$ cat src/common/rwd_pkg.sv
// Constants and state types for the remote wake event detector.
package rwd_pkg;

  // Register byte offsets on the Wishbone slave.
  localparam logic [7:0] ADR_PMC = 8'h00;
  localparam logic [7:0] ADR_MWC = 8'h04;
  localparam logic [7:0] ADR_LPC = 8'h08;
  localparam logic [7:0] ADR_HPC = 8'h0C;
  localparam logic [7:0] ADR_PWK = 8'h10;
  localparam logic [7:0] ADR_IST = 8'h14;

  // power_mgmt_control fields.
  localparam int PMC_WAKEUP_STATUS_BITS_ED = 0;
  localparam int PMC_WAKEUP_STATUS_BITS_LAN = 1;
  localparam int PMC_ENERGY_WAKE_EN = 2;
  localparam int PMC_LAN_EN = 3;
  localparam int PMC_MODE_LSB = 4;
  localparam int PMC_READY = 6;
  localparam int PMC_STATE_LSB = 8;

  // mac_wake_ctrl_status fields.
  localparam int MWC_UNI_EN = 0;
  localparam int MWC_MAG_EN = 1;
  localparam int MWC_FRM_EN = 2;
  localparam int MWC_FRM_SEEN = 4;
  localparam int MWC_MAG_SEEN = 5;

  // Pin configuration fields.
  localparam int LPC_DIR_LSB = 8;
  localparam int HPC_DIR_LSB = 8;
  localparam int PWK_POL_LSB = 8;

  // Suspend mode encodings.
  localparam logic [1:0] MODE_A = 2'h0;
  localparam logic [1:0] MODE_B = 2'h1;
  localparam logic [1:0] MODE_RST = 2'h2;

  // Pin counts.
  localparam int NUM_PINS = 8;
  localparam int NUM_LOW = 3;
  localparam int NUM_HIGH = 5;
  localparam int SYNC_W = 9;

  typedef enum logic [1:0] {
    RWD_NORMAL,
    RWD_SUSP_A,
    RWD_SUSP_B,
    RWD_SUSP_C
  } rwd_pstate_t;

  typedef struct packed {
    rwd_pstate_t pstate;
    logic [1:0] wakeup_status_bits;
    logic energy_wake_en;
    logic lan_en;
    logic [1:0] mode;
    logic uni_en;
    logic mag_en;
    logic frm_en;
    logic frm_seen;
    logic mag_seen;
    logic [5:0] func;
    logic [2:0] low_dir;
    logic [4:0] high_en;
    logic [4:0] high_dir;
    logic [7:0] pin_wen;
    logic [7:0] pin_pol;
    logic [7:0] pin_sts;
    logic ack;
    logic [31:0] rdata;
    logic wake;
  } rwd_state_t;

  typedef struct packed {
    logic [SYNC_W-1:0] s1;
    logic [SYNC_W-1:0] s2;
  } rwd_sync_t;

endpackage

$ cat src/rtl/rwd_sync.sv
// Two-stage synchroniser for the pin and PHY interrupt inputs.
`timescale 1ns/10ps
module rwd_sync (
  // Clock and reset
  input wire logic clk_i,
  input wire logic rst_i,
  // Asynchronous levels in, clean levels out
  input wire logic [rwd_pkg::SYNC_W-1:0] async_i,
  output logic [rwd_pkg::SYNC_W-1:0] sync_o
);
  import rwd_pkg::*;

  rwd_sync_t q;
  rwd_sync_t d;

  always_comb begin
    d.s1 = async_i;
    d.s2 = q.s1;
  end

  always_ff @(posedge clk_i) begin
    if (rst_i) begin
      q <= '0;
    end else begin
      q <= d;
    end
  end

  assign sync_o = q.s2;
endmodule

$ cat src/rtl/rwd_pin_wake.sv
// Per-pin wake qualification: input mode, polarity match and enable.
`timescale 1ns/10ps
module rwd_pin_wake (
  // Synchronised pin levels
  input wire logic [rwd_pkg::NUM_PINS-1:0] pin_i,
  // Pin configuration
  input wire logic [5:0] func_i,
  input wire logic [rwd_pkg::NUM_LOW-1:0] low_dir_i,
  input wire logic [rwd_pkg::NUM_HIGH-1:0] high_en_i,
  input wire logic [rwd_pkg::NUM_HIGH-1:0] high_dir_i,
  input wire logic [rwd_pkg::NUM_PINS-1:0] pol_i,
  input wire logic [rwd_pkg::NUM_PINS-1:0] wen_i,
  // Qualified wake hits
  output logic [rwd_pkg::NUM_PINS-1:0] hit_o
);
  import rwd_pkg::*;

  logic [NUM_PINS-1:0] is_in;

  genvar i;
  generate
    // RQ9: low pins input mode.
    for (i = 0; i < NUM_LOW; i++) begin : g_low
      assign is_in[i] = (func_i[2*i+1 -: 2] == 2'h0) && !low_dir_i[i];
    end
    // RQ10: high pins input mode.
    for (i = 0; i < NUM_HIGH; i++) begin : g_high
      assign is_in[NUM_LOW+i] = !high_en_i[i] && !high_dir_i[i];
    end
    // RQ11: polarity match gated.
    for (i = 0; i < NUM_PINS; i++) begin : g_hit
      assign hit_o[i] = is_in[i] && wen_i[i] && (pin_i[i] == pol_i[i]);
    end
  endgenerate
endmodule

$ cat src/rtl/rwd_top.sv
// Remote wake event detector with its Wishbone register slave.
`timescale 1ns/10ps
// Contract
// RQ1: Gate three MAC detections, merge into composite.
// RQ2: Raise wake interrupt from enabled LAN or energy.
// RQ3: Two wakeup status bits, bit 1 LAN.
// RQ4: Separate wake frame and magic frame status.
// RQ5: LAN wakes only in suspend state A.
// RQ6: Energy wakes only in suspend state B.
// RQ7: Wake interrupt asserts remote wake output.
// RQ8: Pin wake accepted in any suspend state.
// RQ9: Host clears function and direction, pins 0-2.
// RQ10: Host clears enable and direction, pins 3-7.
// RQ11: Per-pin polarity and enable select wake.
// RQ12: Per-pin event status bits seven to zero.
// RQ13: Host halts MAC before arming and suspending.
// RQ14: Pin wake returns normal, signals remote wake.
// RQ15: Host clears LAN status before enabling.
// RQ16: LAN status clear ignored while event present.
// RQ17: Host picks mode 00b then suspends.
// RQ18: Wake frame in suspend returns normal, wakes.
// RQ19: Host enables MAC and PHY detection first.
// RQ20: Mode 01b suspends into state B.
// RQ21: Mode 10b/11b suspends deepest; pins/resume only.
// RQ22: Energy status bit 0 held while PHY asserted.
// RQ23: Host clears pin status before suspending.
// RQ24: Synchronise pins and PHY interrupt first.
// RQ25: Set status with enable is level request.
module rwd_top (
  // Clock and reset
  input wire logic clk_i,
  input wire logic rst_i,
  // Wishbone slave
  input wire logic cyc_i,
  input wire logic stb_i,
  input wire logic we_i,
  input wire logic [7:0] adr_i,
  input wire logic [3:0] sel_i,
  input wire logic [31:0] dat_i,
  output logic [31:0] dat_o,
  output logic ack_o,
  // MAC detections, one-cycle pulses
  input wire logic unicast_hit_i,
  input wire logic magic_hit_i,
  input wire logic frame_hit_i,
  // PHY interrupt and wake pins, asynchronous levels
  input wire logic phy_irq_i,
  input wire logic [rwd_pkg::NUM_PINS-1:0] pin_i,
  // USB side
  input wire logic usb_suspend_i,
  input wire logic usb_resume_i,
  output logic remote_wake_o,
  output logic [1:0] power_state_o
);
  import rwd_pkg::*;

  rwd_state_t q;
  rwd_state_t d;
  logic [SYNC_W-1:0] sync_lv;
  logic phy_irq;
  logic [NUM_PINS-1:0] pin_lv;
  logic [NUM_PINS-1:0] pin_hit;
  logic mac_evt;
  logic wr;
  logic [31:0] wmask;
  logic [31:0] wclr;
  logic wake_irq;
  logic wake_req;
  logic pin_req;
  logic [31:0] pmc_old;
  logic [31:0] pmc_new;

  // Byte lane mask from the Wishbone select lines.
  function automatic logic [31:0] lane_mask(input logic [3:0] sel);
    lane_mask = {{8{sel[3]}}, {8{sel[2]}}, {8{sel[1]}}, {8{sel[0]}}};
  endfunction

  // Write-through of a masked field, keeping unselected lanes.
  function automatic logic [31:0] merge(input logic [31:0] old,
                                        input logic [31:0] wd,
                                        input logic [31:0] m);
    merge = (old & ~m) | (wd & m);
  endfunction

  // RQ24: synchronise pins, PHY.
  rwd_sync u_sync (
    .clk_i(clk_i),
    .rst_i(rst_i),
    .async_i({phy_irq_i, pin_i}),
    .sync_o(sync_lv)
  );

  assign phy_irq = sync_lv[NUM_PINS];
  assign pin_lv = sync_lv[NUM_PINS-1:0];

  rwd_pin_wake u_pin (
    .pin_i(pin_lv),
    .func_i(q.func),
    .low_dir_i(q.low_dir),
    .high_en_i(q.high_en),
    .high_dir_i(q.high_dir),
    .pol_i(q.pin_pol),
    .wen_i(q.pin_wen),
    .hit_o(pin_hit)
  );

  // RQ1: composite MAC wake.
  assign mac_evt = (unicast_hit_i && q.uni_en) ||
                   (magic_hit_i && q.mag_en) ||
                   (frame_hit_i && q.frm_en);

  // RQ2: internal wake interrupt, held by status.
  // RQ25: status plus enable is level.
  assign wake_irq = (q.lan_en && q.wakeup_status_bits[PMC_WAKEUP_STATUS_BITS_LAN]) ||
                    (q.energy_wake_en && q.wakeup_status_bits[PMC_WAKEUP_STATUS_BITS_ED]);

  // RQ8: pin requests in any suspend.
  assign pin_req = |(q.pin_sts & q.pin_wen);

  // RQ5: LAN only in state A.
  // RQ6: energy only in state B.
  // RQ21: deepest state ignores both.
  assign wake_req =
    (q.pstate == RWD_SUSP_A && q.lan_en && q.wakeup_status_bits[PMC_WAKEUP_STATUS_BITS_LAN]) ||
    (q.pstate == RWD_SUSP_B && q.energy_wake_en && q.wakeup_status_bits[PMC_WAKEUP_STATUS_BITS_ED]) ||
    (q.pstate != RWD_NORMAL && pin_req);

  // A write lands on the edge where ack is already high.
  assign wr = cyc_i && stb_i && we_i && q.ack;
  assign wmask = lane_mask(sel_i);
  assign wclr = dat_i & wmask;
  // Only the writable control fields of the power register take the merge.
  assign pmc_old = {26'h0, q.mode, q.lan_en, q.energy_wake_en, 2'h0};
  assign pmc_new = merge(pmc_old, dat_i, wmask);

  always_comb begin
    d = q;
    d.wake = 1'b0;

    // Bus handshake: one wait cycle, ack for one cycle only.
    d.ack = cyc_i && stb_i && !q.ack;

    // RQ3: status bits set by source.
    // RQ16: clear ignored while asserted.
    d.wakeup_status_bits[PMC_WAKEUP_STATUS_BITS_LAN] = mac_evt || q.wakeup_status_bits[PMC_WAKEUP_STATUS_BITS_LAN];
    // RQ22: energy bit held by PHY.
    d.wakeup_status_bits[PMC_WAKEUP_STATUS_BITS_ED] = phy_irq || q.wakeup_status_bits[PMC_WAKEUP_STATUS_BITS_ED];
    if (wr && adr_i[7:2] == ADR_PMC[7:2]) begin
      if (wclr[PMC_WAKEUP_STATUS_BITS_LAN] && !mac_evt) begin
        d.wakeup_status_bits[PMC_WAKEUP_STATUS_BITS_LAN] = 1'b0;
      end
      if (wclr[PMC_WAKEUP_STATUS_BITS_ED] && !phy_irq) begin
        d.wakeup_status_bits[PMC_WAKEUP_STATUS_BITS_ED] = 1'b0;
      end
    end

    // RQ4: frame source status.
    d.frm_seen = q.frm_seen || (frame_hit_i && q.frm_en);
    d.mag_seen = q.mag_seen || (magic_hit_i && q.mag_en);
    if (wr && adr_i[7:2] == ADR_MWC[7:2]) begin
      if (wclr[MWC_FRM_SEEN] && !(frame_hit_i && q.frm_en)) begin
        d.frm_seen = 1'b0;
      end
      if (wclr[MWC_MAG_SEEN] && !(magic_hit_i && q.mag_en)) begin
        d.mag_seen = 1'b0;
      end
    end

    // RQ12: per-pin status, set wins.
    d.pin_sts = (q.pin_sts & ~((wr && adr_i[7:2] == ADR_IST[7:2]) ?
                 wclr[NUM_PINS-1:0] : 8'h00)) | pin_hit;

    // Plain control writes, honouring byte lanes.
    if (wr) begin
      case (adr_i[7:2])
        ADR_PMC[7:2]: begin
          d.energy_wake_en = pmc_new[PMC_ENERGY_WAKE_EN];
          d.lan_en = pmc_new[PMC_LAN_EN];
          d.mode = pmc_new[PMC_MODE_LSB +: 2];
        end
        ADR_MWC[7:2]: begin
          if (wmask[0]) begin
            d.uni_en = dat_i[MWC_UNI_EN];
            d.mag_en = dat_i[MWC_MAG_EN];
            d.frm_en = dat_i[MWC_FRM_EN];
          end
        end
        ADR_LPC[7:2]: begin
          if (wmask[0]) begin
            d.func = dat_i[5:0];
          end
          if (wmask[LPC_DIR_LSB]) begin
            d.low_dir = dat_i[LPC_DIR_LSB +: NUM_LOW];
          end
        end
        ADR_HPC[7:2]: begin
          if (wmask[0]) begin
            d.high_en = dat_i[NUM_HIGH-1:0];
          end
          if (wmask[HPC_DIR_LSB]) begin
            d.high_dir = dat_i[HPC_DIR_LSB +: NUM_HIGH];
          end
        end
        ADR_PWK[7:2]: begin
          if (wmask[0]) begin
            d.pin_wen = dat_i[NUM_PINS-1:0];
          end
          if (wmask[PWK_POL_LSB]) begin
            d.pin_pol = dat_i[PWK_POL_LSB +: NUM_PINS];
          end
        end
        default: begin
          d.pin_wen = q.pin_wen;
        end
      endcase
    end

    // Power state sequencing.
    case (q.pstate)
      RWD_NORMAL: begin
        if (usb_suspend_i) begin
          // RQ20: mode selects suspend depth.
          case (q.mode)
            MODE_A: d.pstate = RWD_SUSP_A;
            MODE_B: d.pstate = RWD_SUSP_B;
            default: d.pstate = RWD_SUSP_C;
          endcase
        end
      end
      RWD_SUSP_A, RWD_SUSP_B, RWD_SUSP_C: begin
        // RQ14: return to normal on wake.
        // RQ18: frame wake returns normal.
        // RQ7: signal remote wake.
        if (wake_req) begin
          d.pstate = RWD_NORMAL;
          d.wake = 1'b1;
        end else if (usb_resume_i) begin
          d.pstate = RWD_NORMAL;
        end
      end
      default: d.pstate = RWD_NORMAL;
    endcase

    // Read data is captured with the ack so it is stable under it.
    d.rdata = q.rdata;
    if (cyc_i && stb_i && !q.ack) begin
      d.rdata = 32'h0;
      case (adr_i[7:2])
        ADR_PMC[7:2]: begin
          d.rdata[PMC_WAKEUP_STATUS_BITS_LAN:PMC_WAKEUP_STATUS_BITS_ED] = q.wakeup_status_bits;
          d.rdata[PMC_ENERGY_WAKE_EN] = q.energy_wake_en;
          d.rdata[PMC_LAN_EN] = q.lan_en;
          d.rdata[PMC_MODE_LSB +: 2] = q.mode;
          d.rdata[PMC_READY] = (q.pstate == RWD_NORMAL);
          d.rdata[PMC_STATE_LSB +: 2] = q.pstate;
        end
        ADR_MWC[7:2]: begin
          d.rdata[MWC_UNI_EN] = q.uni_en;
          d.rdata[MWC_MAG_EN] = q.mag_en;
          d.rdata[MWC_FRM_EN] = q.frm_en;
          d.rdata[MWC_FRM_SEEN] = q.frm_seen;
          d.rdata[MWC_MAG_SEEN] = q.mag_seen;
        end
        ADR_LPC[7:2]: begin
          d.rdata[5:0] = q.func;
          d.rdata[LPC_DIR_LSB +: NUM_LOW] = q.low_dir;
        end
        ADR_HPC[7:2]: begin
          d.rdata[NUM_HIGH-1:0] = q.high_en;
          d.rdata[HPC_DIR_LSB +: NUM_HIGH] = q.high_dir;
        end
        ADR_PWK[7:2]: begin
          d.rdata[NUM_PINS-1:0] = q.pin_wen;
          d.rdata[PWK_POL_LSB +: NUM_PINS] = q.pin_pol;
        end
        ADR_IST[7:2]: begin
          d.rdata[NUM_PINS-1:0] = q.pin_sts;
        end
        default: begin
          d.rdata = 32'h0;
        end
      endcase
    end
  end

  always_ff @(posedge clk_i) begin
    if (rst_i) begin
      q <= '0;
      q.mode <= MODE_RST;
      q.pstate <= RWD_NORMAL;
    end else begin
      q <= d;
    end
  end

  // The wake interrupt itself is a level; the USB side sees the exit.
  assign remote_wake_o = q.wake;
  assign power_state_o = q.pstate;
  assign ack_o = q.ack;
  assign dat_o = q.rdata;

  logic unused_irq;
  assign unused_irq = wake_irq;
endmodule

$ cat config.mk
export PLATFORM = sky130hd
export DESIGN_NAME = rwd_top
export DESIGN_NICKNAME = d
export VERILOG_FILES = /design/src/common/rwd_pkg.sv /design/src/rtl/rwd_sync.sv /design/src/rtl/rwd_pin_wake.sv /design/src/rtl/rwd_top.sv
export SDC_FILE = /design/constraint.sdc
export NUM_CORES = 1
export LEC_CHECK = 0
export BUFFER_PORTS_ARGS = -buffer_cell sky130_fd_sc_hd__buf_2
export CAP_MARGIN = 15
export CORE_MARGIN = 1.5
export CORE_UTILIZATION = 33
export CTS_CLUSTER_DIAMETER = 80
export CTS_CLUSTER_SIZE = 25
export DETAILED_ROUTE_END_ITERATION = 16
export MAX_ROUTING_LAYER = met4
export REMOVE_ABC_BUFFERS = 1
export SLEW_MARGIN = 25
export SYNTH_ARGS = -nofsm -noshare
export SYNTH_HDL_FRONTEND = slang
export SYNTH_SLANG_ARGS = --single-unit
$ cat constraint.sdc
create_clock -name clk_i -period 1.71 [get_ports clk_i]
set_clock_uncertainty 0.1 [all_clocks]
set_input_delay 0.342 -clock clk_i [delete_from_list [all_inputs] [get_ports clk_i]]
set_output_delay 0.342 -clock clk_i [all_outputs]
set_load 0.02 [all_outputs]
# Word-level counts from Yosys, hierarchy flattened
# Index checks and enable logic that the tools add are counted.
# classes
eq_ne	19
mux	23
bitwise	9
reduce_logical	88
# op_table
cell	n
logical AND 1 bit	43
AND 8 bit	3
AND reduction 3 bit	7
logical NOT 1 bit	18
case mux 3 bit (6 select lines)	1
== test 6 x 2 -> 1 bit (second input constant)	2
== test 6 x 3 -> 1 bit (second input constant)	2
case mux 2 bit (2 select lines)	3
logical NOT 2 bit	5
two-way mux 2 bit	5
case mux 1 bit (5 select lines)	2
== test 1 bit	8
logical OR 1 bit	8
two-way mux 8 bit	1
NOT 8 bit	1
OR 8 bit	1
case mux 2 bit (4 select lines)	1
OR reduction 8 bit	1
AND 6 bit	1
== test 6 x 1 -> 1 bit (second input constant)	1
logical NOT 6 bit	1
NOT 6 bit	1
OR 6 bit	1
case mux 1 bit (3 select lines)	2
13 further kinds	20
# word_totals
ff_bits	92
input_bits	63
out_inout_bits	36
wordCells	161

# Longest topological paths before layout
# Gate-level depths: netlist of run 1.
# logic_depth
ltp_word	8
mapped_depth	6
ltp_nobuf	4

# Hierarchy
# A second synthesis of run 1 with hierarchy kept.
# unflattened
cells_unflattened	431
hier_area_um2	4224.1
# modules_own_cells
module	n_inst	cells_each	area_per_inst_um2	seq_area_each_um2
rwd_top	1	375	3552.2	1481.4
rwd_sync	1	37	489.2	360.3
rwd_pin_wake	1	19	182.7	0.0

# Worst setup path after synthesis of run 1
# Ideal clock, no wire load.
# synth_timing
path_type	register to register
from	register q, in the netlist ack_o
to	register (tool-made name)
setup_ps	119
arrival_ps	1530
t_required_ps	1491
path_slack_ps	-38
path_stages_with_launch	6
n_path_buf	1
synth_period_minus_slack_ps	1748
cell_sequence	dfxtp_1 and4_1 clkbuf_1 nand2_1 or3_4 mux2i_1
# synth_lines
item	line	source
start: declaration	rwd_top.sv:57	rwd_state_t q;

# Worst setup path after layout of run 1
# layout_timing
from	register q, in the netlist power_state_o[1]
to	output power_state_o[1]
# layout_lines
item	line	source
end: declaration	rwd_top.sv:53	output logic [1:0] power_state_o
# No word-level cell between the ends.

==> results.md, run 1 <==
- Outcome: finished, final reports clean
- Peak supply drop: ~0.00053 V
- CP cell instances: buf_2
- Startpoint Class: flip-flop
- Via count: 3,486
- Final nets: about 600
- Starting utilization of the core area: 0.3383
- Post-synthesis cell area: about 0.0043 mm^2
- Largest net degree at the start of global routing: 52
- H-tree levels: 3
- Buf/Inv on CP: 1
- P_int: between 0.003 and 0.004 W
- Hold Crit Depth: 2
- Post-route ant nets: 0
- # hold bufs at CTS: 0
- Sw power: approximately 0.0011 W
- Ys flop type: dfxtp_1
- EDFF count, synth: 0
- I/O pin cnt: 99
- Global placer's final weighted congestion: 0.8603
- Setup bufs post-CTS: 0
- Root Buffer: clkbuf_16
- CP Data Required Time: between 1 and 1.5 ns
- Nature of the critical path endpoint: primary output
- Filler instances: approximately 1,300
- Post-synth top area cell: dfxtp_1
- CTS Buf Count: 9
- Via/cell ratio: 4.924
- Clock transition at path regs: approximately 0.07 ns
- Layout cells sized above 1: 0.2519
- R2R cell count: 6
- CTS tree: built
- Comb power frac: 0.089
- Layout Utilization: 0.4069
- Dpl hpwl: between 8000 and 9000 um
- Final slew viol count: 0
- First-pass GRT wire length: 18,130 um
- Die ar.: between 0.01 and 0.015 mm^2
- Seq/Total Area, Yosys: 0.4314
- Highest net fanout along the worst path: 8
- Slowest cell delay on critical path: a little over 0.6 ns
- Horiz. Die Dim: approximately 120 um
- CTS Sinks: 92
- Yosys top cell area share: 0.4314
- Placed instance area: approximately 0.0048 mm^2
- Drt pass-1 iters: 4
- Vias in the first global route: between 3,000 and 4,000
- Final setup viols: 0
- Fmax: approximately 0.61 GHz
- DRT Wirelength: between 10,000 and 15,000 um
- Crit path DAT: around 1.2 ns
- Slowest cell on crit path: dfxtp_1
- Fin. Hold Viols: 0
- Post-Syn Instances: 460
- Area Overhead vs Synth: 20.28%
- Die Height: between 100 and 150 um
- Clock network fraction of total power: 0.431
- GR Overflow Total: 0
- Iteration-0 DRC count of the detailed router: roughly 250
- Avg Cell Area, Syn: just over 9 um^2
- Seq cells post-synth: 92
- Top delay family on crit path: flip-flops
- Row cnt: slightly above 40
- Leakage: 2.226 nW
- Most instantiated library cell after synthesis: dfxtp_1
- Core region area: approximately 0.013 mm^2
- Drt wl/cell: about 16 um
- Async SR Flop Fraction: 0
- CP Depth: 1
- Area contributors post-synth: dfxtp_1 43%, mux2i_1 12%, buf_4 6.2%, nor2_1 4.7%, nand2b_1 3.5%
- Post-synthesis cell type count: between 40 and 50
- # DRC: 0
- Sw frac: 0.2462
- Port buffer count: 62
- Max_cap viols: 0
- Fin crit share: 0.9644
- Pwr/cell area: between 800 and 900 mW/mm^2
- Post-CTS Resized: 0
- ANT cells: 0
- Seq pwr share: 0.480
- Later-pin clock latency in the skew report: 0.35 ns
- RSZ-0062 raised after global routing: false
- Worst min-delay path class: in -> reg
- Crit Path Class: reg -> out
- Initial antenna violation count: 0
- Synthesis Warnings: 0
- Commonest cells in the netlist: 92 x dfxtp_1, 54 x nor2_1, 52 x mux2i_1
- Max clock buf depth: 2
- All-Layer GR Usage: 0.1839
- Fin crit period: between 1.5 and 2 ns
- Final instance area: 0.005135 mm^2
[metrics by stage]
| stage | setup slack (ns) | cells | TNS, ns | power [W] | hold slack (ns) |
|---|---|---|---|---|---|
| global placement | -0.2208 | 692 | -4.622 | 0.002669 | 0.3179 |
| CTS | 0.04747 | 708 | 0 | 0.004670 | 0.09423 |
| detailed placement | -0.2475 | 692 | -5.164 | 0.002675 | 0.3274 |
| global route | 0.01321 | 708 | 0 | 0.004785 | 0.09653 |
| finish | 0.06085 | 708 | 0 | 0.004618 | 0.1010 |
| floorplan | -0.07026 | 417 | -0.5877 | 0.002431 | 0.3111 |
[metal layers]
layer  share of wire  GRT usage  vias to the layer above
met2            0.44     0.2725                      102
met4           0.027    0.07309                        0
met3           0.048    0.03892                       20
met5               0          -                        -
li1                -          -                     1708
met1            0.48     0.2444                     1656
[power groups by stage]
stage | clock, W | combinational (W) | sequential [W]
after floorplan | 0 | 0.000151 | 0.00228
after global placement | 0 | 0.000405 | 0.00226
after detailed placement | 0 | 0.000409 | 0.00227
after CTS | 0.00204 | 0.000410 | 0.00222
after global routing | 0.00212 | 0.000448 | 0.00222
final | 0.00199 | 0.000410 | 0.00222
[worst paths after layout]
check                           startpoint                           to  slack [ns]
max          power_state_o[1]$_SDFFE_PP0P_             power_state_o[1]        0.06
max reg2reg               ack_o$_SDFF_PP0_           q[57]$_SDFFE_PP0P_        0.09
min reg2reg         u_sync.d[7]$_SDFF_PP0_  u_sync.sync_o[7]$_SDFF_PP0_        0.33
min                              phy_irq_i       u_sync.d[8]$_SDFF_PP0_        0.10
[kinds of logic after synthesis]
family                    synth area share
AOI/OAI and AO/OA                   0.1038
xor gates and xnor gates           0.01641
buffers and inverters              0.08792
DFF                                 0.4314
muxes                               0.1377
other                            0.0008784
and+or+nand+nor                     0.2219
[flip-flops by register name (all words and copies together) (netlist names), named ones only]
register       flops
remote_wake_o      1
power_state_o      2
u_sync.d           9
u_sync.sync_o      9
ack_o              1
dat_o             16
q                 50
[cells in the final DEF (no fill, tap or decap), types with 4 or more instances in the layout]
cell type,netlist,layout
nor4b_1,4,4
dfxtp_1,92,92
buf_4,35,37
nor2b_1,22,22
buf_2,3,62
a211oi_1,8,8
clkbuf_16,0,9
o21ai_0,16,16
nand2b_1,24,24
buf_12,0,4
xnor2_1,8,8
nor3_1,11,11
mux2_2,4,4
nor2_1,54,54
a21oi_1,19,19
nand2_1,22,22
nand4_1,4,4
mux2i_1,52,52
nand3_1,9,9
a22oi_1,6,6
conb_1,1,16
[area by class of cell]
| class | count | area [um^2] | share of cell area |
|---|---|---|---|
| well taps | 172 | 215.2 | 0.04191 |
| flip-flops and latches | 92 | 1842 | 0.3587 |
| clock buffers | 10 | 229.0 | 0.04459 |
| clock inverters | 6 | 65.06 | 0.01267 |
| repair buffers | 103 | 668.1 | 0.1301 |
| inverters | 2 | 7.507 | 0.001462 |
| multi-input cells | 323 | 2108 | 0.4106 |
No activity file was read; power rests on OpenSTA's default activity.
==> inputs of run 2 (changes only) <==
CORE_UTILIZATION = 40   (was 33)
PLACE_DENSITY = 0.64   (was default)
==> results.md, run 2 (synthesis gave the netlist of run 1 again) <==
- Nature of the critical path endpoint: primary output
- Fin. Hold Viols: 0
- CP Depth: 1
- Filler instances: about 1,000
- Later-pin clock latency in the skew report: ~0.37 ns
- All-Layer GR Usage: 0.2039
- Hold Crit Depth: 2
- Top delay family on crit path: flip-flops
- Post-CTS Resized: 0
- Port buffer count: 62
- First-pass GRT wire length: between 15,000 and 20,000 um
- Via count: 3,493
- Buf/Inv on CP: 1
- FF/Latch Area: 0.001842 mm^2
- Die Height: approximately 110 um
- Area of the multi-input gates: approximately 0.0021 mm^2
- Slowest cell delay on critical path: between 0.5 and 0.6 ns
- Via/cell ratio: roughly 5.2
- Global placer's final weighted congestion: 0.8701
- Layout cells sized above 1: 0.2551
- Fmax: 0.6185 GHz
- Final nets: approximately 600
- Final instance area: around 0.005 mm^2
- Startpoint Class: flip-flop
- Worst-Margin Slew: 0.5375 ns
- RSZ-0062 raised after global routing: false
- Highest net fanout along the worst path: 8
- Rel. slew slack: 0.6366
- Die ar.: between 0.01 and 0.015 mm^2
- Row cnt: 37
- ANT cells: 0
- Max clock buf depth: 2
- Area Overhead vs Synth: 16.79%
- DRT Wirelength: around 11,000 um
- CTS Buf Count: 9
- Leakage: 2.180 nW
- Most frequent cells in the layout: 92 x dfxtp_1, 62 x buf_2, 54 x nor2_1, 52 x mux2i_1, 41 x buf_4
- Fin crit period: between 1.5 and 2 ns
- I/O pin cnt: between 90 and 100
- Pwr/cell area: between 800 and 900 mW/mm^2
- Iteration-0 DRC count of the detailed router: approximately 160
- Vias in the first global route: 3,385
- Placed cells: roughly 660
- Core region area: 0.01032 mm^2
- # DRC: 0
- Final slew viol count: 0
- Max reg flops: 50
- Crit Path Class: reg -> out
- Starting utilization of the core area: 0.4135
- CTS tree: built
- Slowest cell on crit path: dfxtp_1
- H-tree levels: 3
- GR Overflow Total: 0
- Horiz. Die Dim: ~110 um
- Fin crit share: 0.9455
- Crit path DAT: between 1 and 1.5 ns
- Drt pass-1 iters: 4
- Peak supply drop: approximately 0.0004 V
- Max_cap viols: 0
- Hold_ws: roughly 0.074 ns
- Worst min-delay path class: in -> reg
- Setup bufs post-CTS: 0
- Initial antenna violation count: 0
- Drt wl/cell: between 15 and 20 um
- Clock transition at path regs: around 0.09 ns
- Final setup viols: 0
- Non-Filler Instances: 673
- CTS Sinks: 92
- # hold bufs at CTS: 0
- Root Buffer: clkbuf_8
- Commonest non-fill, non-tap cell in the layout: dfxtp_1
- CP cell instances: buf_2
- Most flop-heavy register: q
- Post-route ant nets: 0
- Placed instance area: 0.004786 mm^2
- R2R cell count: 5
- Largest net degree at the start of global routing: 33
- Dpl hpwl: around 8000 um
- Outcome: finished, final reports clean
- CP Data Required Time: about 1.3 ns
-- run 2: cell count changes in the layout (fill, tap and decap cells not counted), moves of 2 or more --
cell,previous run,this run
clkbuf_8,0,10
clkbuf_16,9,0
buf_12,4,2
buf_4,37,41
clkinv_2,2,0
-- run 2: power by group --
group	total (W)	internal, W	switching [W]
clock network	0.00149	0.000712	0.000777
registers	0.00221	0.00218	0.0000302
logic	0.000408	0.000164	0.000244
-- run 2: metal layers --
layer  part of all wire  track usage  up-vias
met5                  0            -        -
met4              0.018      0.06757        0
met3              0.048      0.04231       18
met2               0.48       0.3281      103
met1               0.46       0.2555     1665
li1                   -            -     1707
-- run 2: path summary, 6_finish.rpt --
check | to | start | slack [ns]
setup / recovery | power_state_o[1] | power_state_o[1]$_SDFFE_PP0P_ | 0.09
hold / removal | u_sync.d[3]$_SDFF_PP0_ | pin_i[3] | 0.07
setup reg to reg | flip-flop | ack_o$_SDFF_PP0_ | 0.13
hold reg to reg | u_sync.sync_o[2]$_SDFF_PP0_ | u_sync.d[2]$_SDFF_PP0_ | 0.34
-- run 2: area by class of cell --
| cell class | count | area share |
|---|---|---|
| clock buffers | 10 | 0.02760 |
| clock inverters | 5 | 0.01255 |
| inverters | 2 | 0.001506 |
| multi-input cells | 323 | 0.4228 |
| flip-flops and latches | 92 | 0.3694 |
| well taps | 136 | 0.03413 |
| repair buffers | 105 | 0.1320 |
-- run 2: metrics by stage --
step	utilization	setup TNS (ns)	setup slack (ns)	power, W
2_1_floorplan	-	-0.5877	-0.07026	0.002431
3_3_place_gp	0.4636	-5.542	-0.2301	0.002664
3_5_place_dp	0.4636	-6.279	-0.2379	0.002672
4_1_cts	0.4830	0	0.09610	0.004141
5_1_grt	0.4830	0	0.04233	0.004271
6_report	0.4830	0	0.09325	0.004110
==> inputs of run 3 (changes only) <==
CORE_UTILIZATION = 30   (was 40)
PLACE_DENSITY = default   (was 0.64)
PLACE_DENSITY_LB_ADDON = 0.1   (was default)
==> results.md, run 3 (synthesis gave the netlist of run 1 again) <==
- GR Overflow Total: 0
- Final setup viols: 0
- Drt wl/cell: approximately 17 um
- Comb power frac: 0.093
- Starting utilization of the core area: 0.3076
- Pwr/cell area: 884.5 mW/mm^2
- Startpoint Class: flip-flop
- DRT Wirelength: about 12,000 um
- Layout cells sized above 1: 0.2593
- Highest net fanout along the worst path: 8
- Max_cap viols: 0
- Root Buffer: clkbuf_16
- Max clock buf depth: 2
- Layout Utilization: 0.3712
- CP cell instances: buf_2
- CP Data Required Time: 1.27 ns
- Dpl hpwl: approximately 9200 um
- Clock transition at path regs: approximately 0.060 ns
- Nature of the critical path endpoint: primary output
- CTS tree: built
- First-pass GRT wire length: a little under 20,000 um
- Fmax: 0.6103 GHz
- Final nets: between 500 and 600
- Vias in the first global route: between 3,000 and 4,000
- RSZ-0062 raised after global routing: false
- Iteration-0 DRC count of the detailed router: approximately 120
- Fin. Hold Viols: 0
- Max reg flops: 50
- Worst slack, placed: -0.2153 ns
- Die Height: roughly 120 um
- Via count: around 3,500
- Most frequent cells in the layout: 91 x dfxtp_1, 61 x buf_2, 54 x nor2_1, 52 x mux2i_1, 44 x buf_4
- Buf/Inv on CP: 1
- Later-pin clock latency in the skew report: 0.35 ns
- Clock network fraction of total power: 0.421
- Fin crit share: 0.9581
- Leakage: approximately 2.2 nW
- Most flop-heavy register: q
- CTS Buf Count: 9
- Crit path DAT: 1.20 ns
- Hold_ws: 0.09653 ns
- Top delay family on crit path: flip-flops
- Drt pass-1 iters: 4
- # DRC: 0
- Area Overhead vs Synth: 20.69%
- Worst min-delay path class: in -> reg
- P_int: between 0.003 and 0.004 W
- H-tree levels: 3
- Crit Path Class: reg -> out
- Seq pwr share: 0.487
- ANT cells: 0
- Initial antenna violation count: 0
- Die ar.: 0.01495 mm^2
- I/O pin cnt: 99
- Horiz. Die Dim: between 100 and 150 um
- Final setup margin: approximately 0.072 ns
- # hold bufs at CTS: 0
- Post-route ant nets: 0
- Global placer's final weighted congestion: about 0.8
- Row cnt: 43
- All-Layer GR Usage: 0.1803
- Slowest cell delay on critical path: 0.60 ns
- Port buffer count: between 60 and 70
- Final slew viol count: 0
- Outcome: finished, final reports clean
- Sw power: 0.001098 W
- Fin crit period: about 1.6 ns
- Largest net degree at the start of global routing: 29
- Filler instances: roughly 1,500
- Core region area: between 0.01 and 0.015 mm^2
- Slowest cell on crit path: dfxtp_1
- Peak supply drop: just under 0.0005 V
- CTS Sinks: about 90
- Via/cell ratio: about 4.8
- Commonest non-fill, non-tap cell in the layout: dfxtp_1
- Sw frac: 0.2408
-- run 3: changes by cell type in the layout (fill, tap and decap cells not counted), moves of 2 or more --
cell	before	now
clkbuf_16	0	9
clkbuf_8	10	3
clkinvlp_4	2	0
buf_4	41	44
clkinv_4	2	0
clkbuf_1	0	3
-- run 3: area by class of cell --
cell class / count / area (um^2) / area share
Clock inverter: 1 / 5.005 / 0.0009713
Tap cell: 180 / 225.2 / 0.04371
Sequential cell: 92 / 1843 / 0.3577
Clock buffer: 15 / 277.8 / 0.05391
Timing Repair Buffer: 107 / 675.6 / 0.1311
Inverter: 2 / 7.507 / 0.001457
Multi-Input combinational cell: 323 / 2118 / 0.4111
-- run 3: power groups by stage --
stage	Clock (W)	Sequential, W	Combinational [W]
floorplan	0	0.00228	0.000151
global placement	0	0.00227	0.000425
detailed placement	0	0.00227	0.000427
CTS	0.00198	0.00222	0.000428
global route	0.00208	0.00222	0.000463
finish	0.00192	0.00222	0.000423
-- run 3: timing repair --
action | in CTS | in global routing
setup endpoints to repair | 1 | 7
pin swaps | 0 | 0
buffers inserted | 0 | 0
resized for setup | 1 | 3
-- run 3: routing by layer --
metal | up-vias | GRT usage | wire, um
met3 | 12 | 0.03392 | 413
met5 | - | - | 0
met2 | 63 | 0.2870 | 5693
li1 | 1712 | - | -
met1 | 1699 | 0.2298 | 5979
met4 | 0 | 0.06177 | 215
-- run 3: through the flow --
| step | power (W) | cell area (um^2) | instances | setup TNS [ns] |
|---|---|---|---|---|
| final | 0.004557 | 5152 | 720 | 0 |
| after global routing | 0.004763 | 5152 | 720 | 0 |
| after CTS | 0.004629 | 5142 | 720 | 0 |
| after detailed placement | 0.002693 | 4858 | 704 | -6.213 |
| after global placement | 0.002690 | 4858 | 704 | -5.764 |
| after floorplan | 0.002431 | 3958 | 417 | -0.5877 |
-- run 3: final timing paths --
| kind | end | start | slack (ns) | cells after the start |
|---|---|---|---|---|
| min reg2reg | u_sync.sync_o[1]$_SDFF_PP0_ | u_sync.d[1]$_SDFF_PP0_ | 0.33 | 1 |
| max reg2reg | flip-flop | ack_o$_SDFF_PP0_ | 0.12 | 4 |
| min | u_sync.d[0]$_SDFF_PP0_ | pin_i[0] | 0.1 | 2 |
| max | power_state_o[0] | power_state_o[0]$_SDFFE_PP0P_ | 0.07 | 1 |
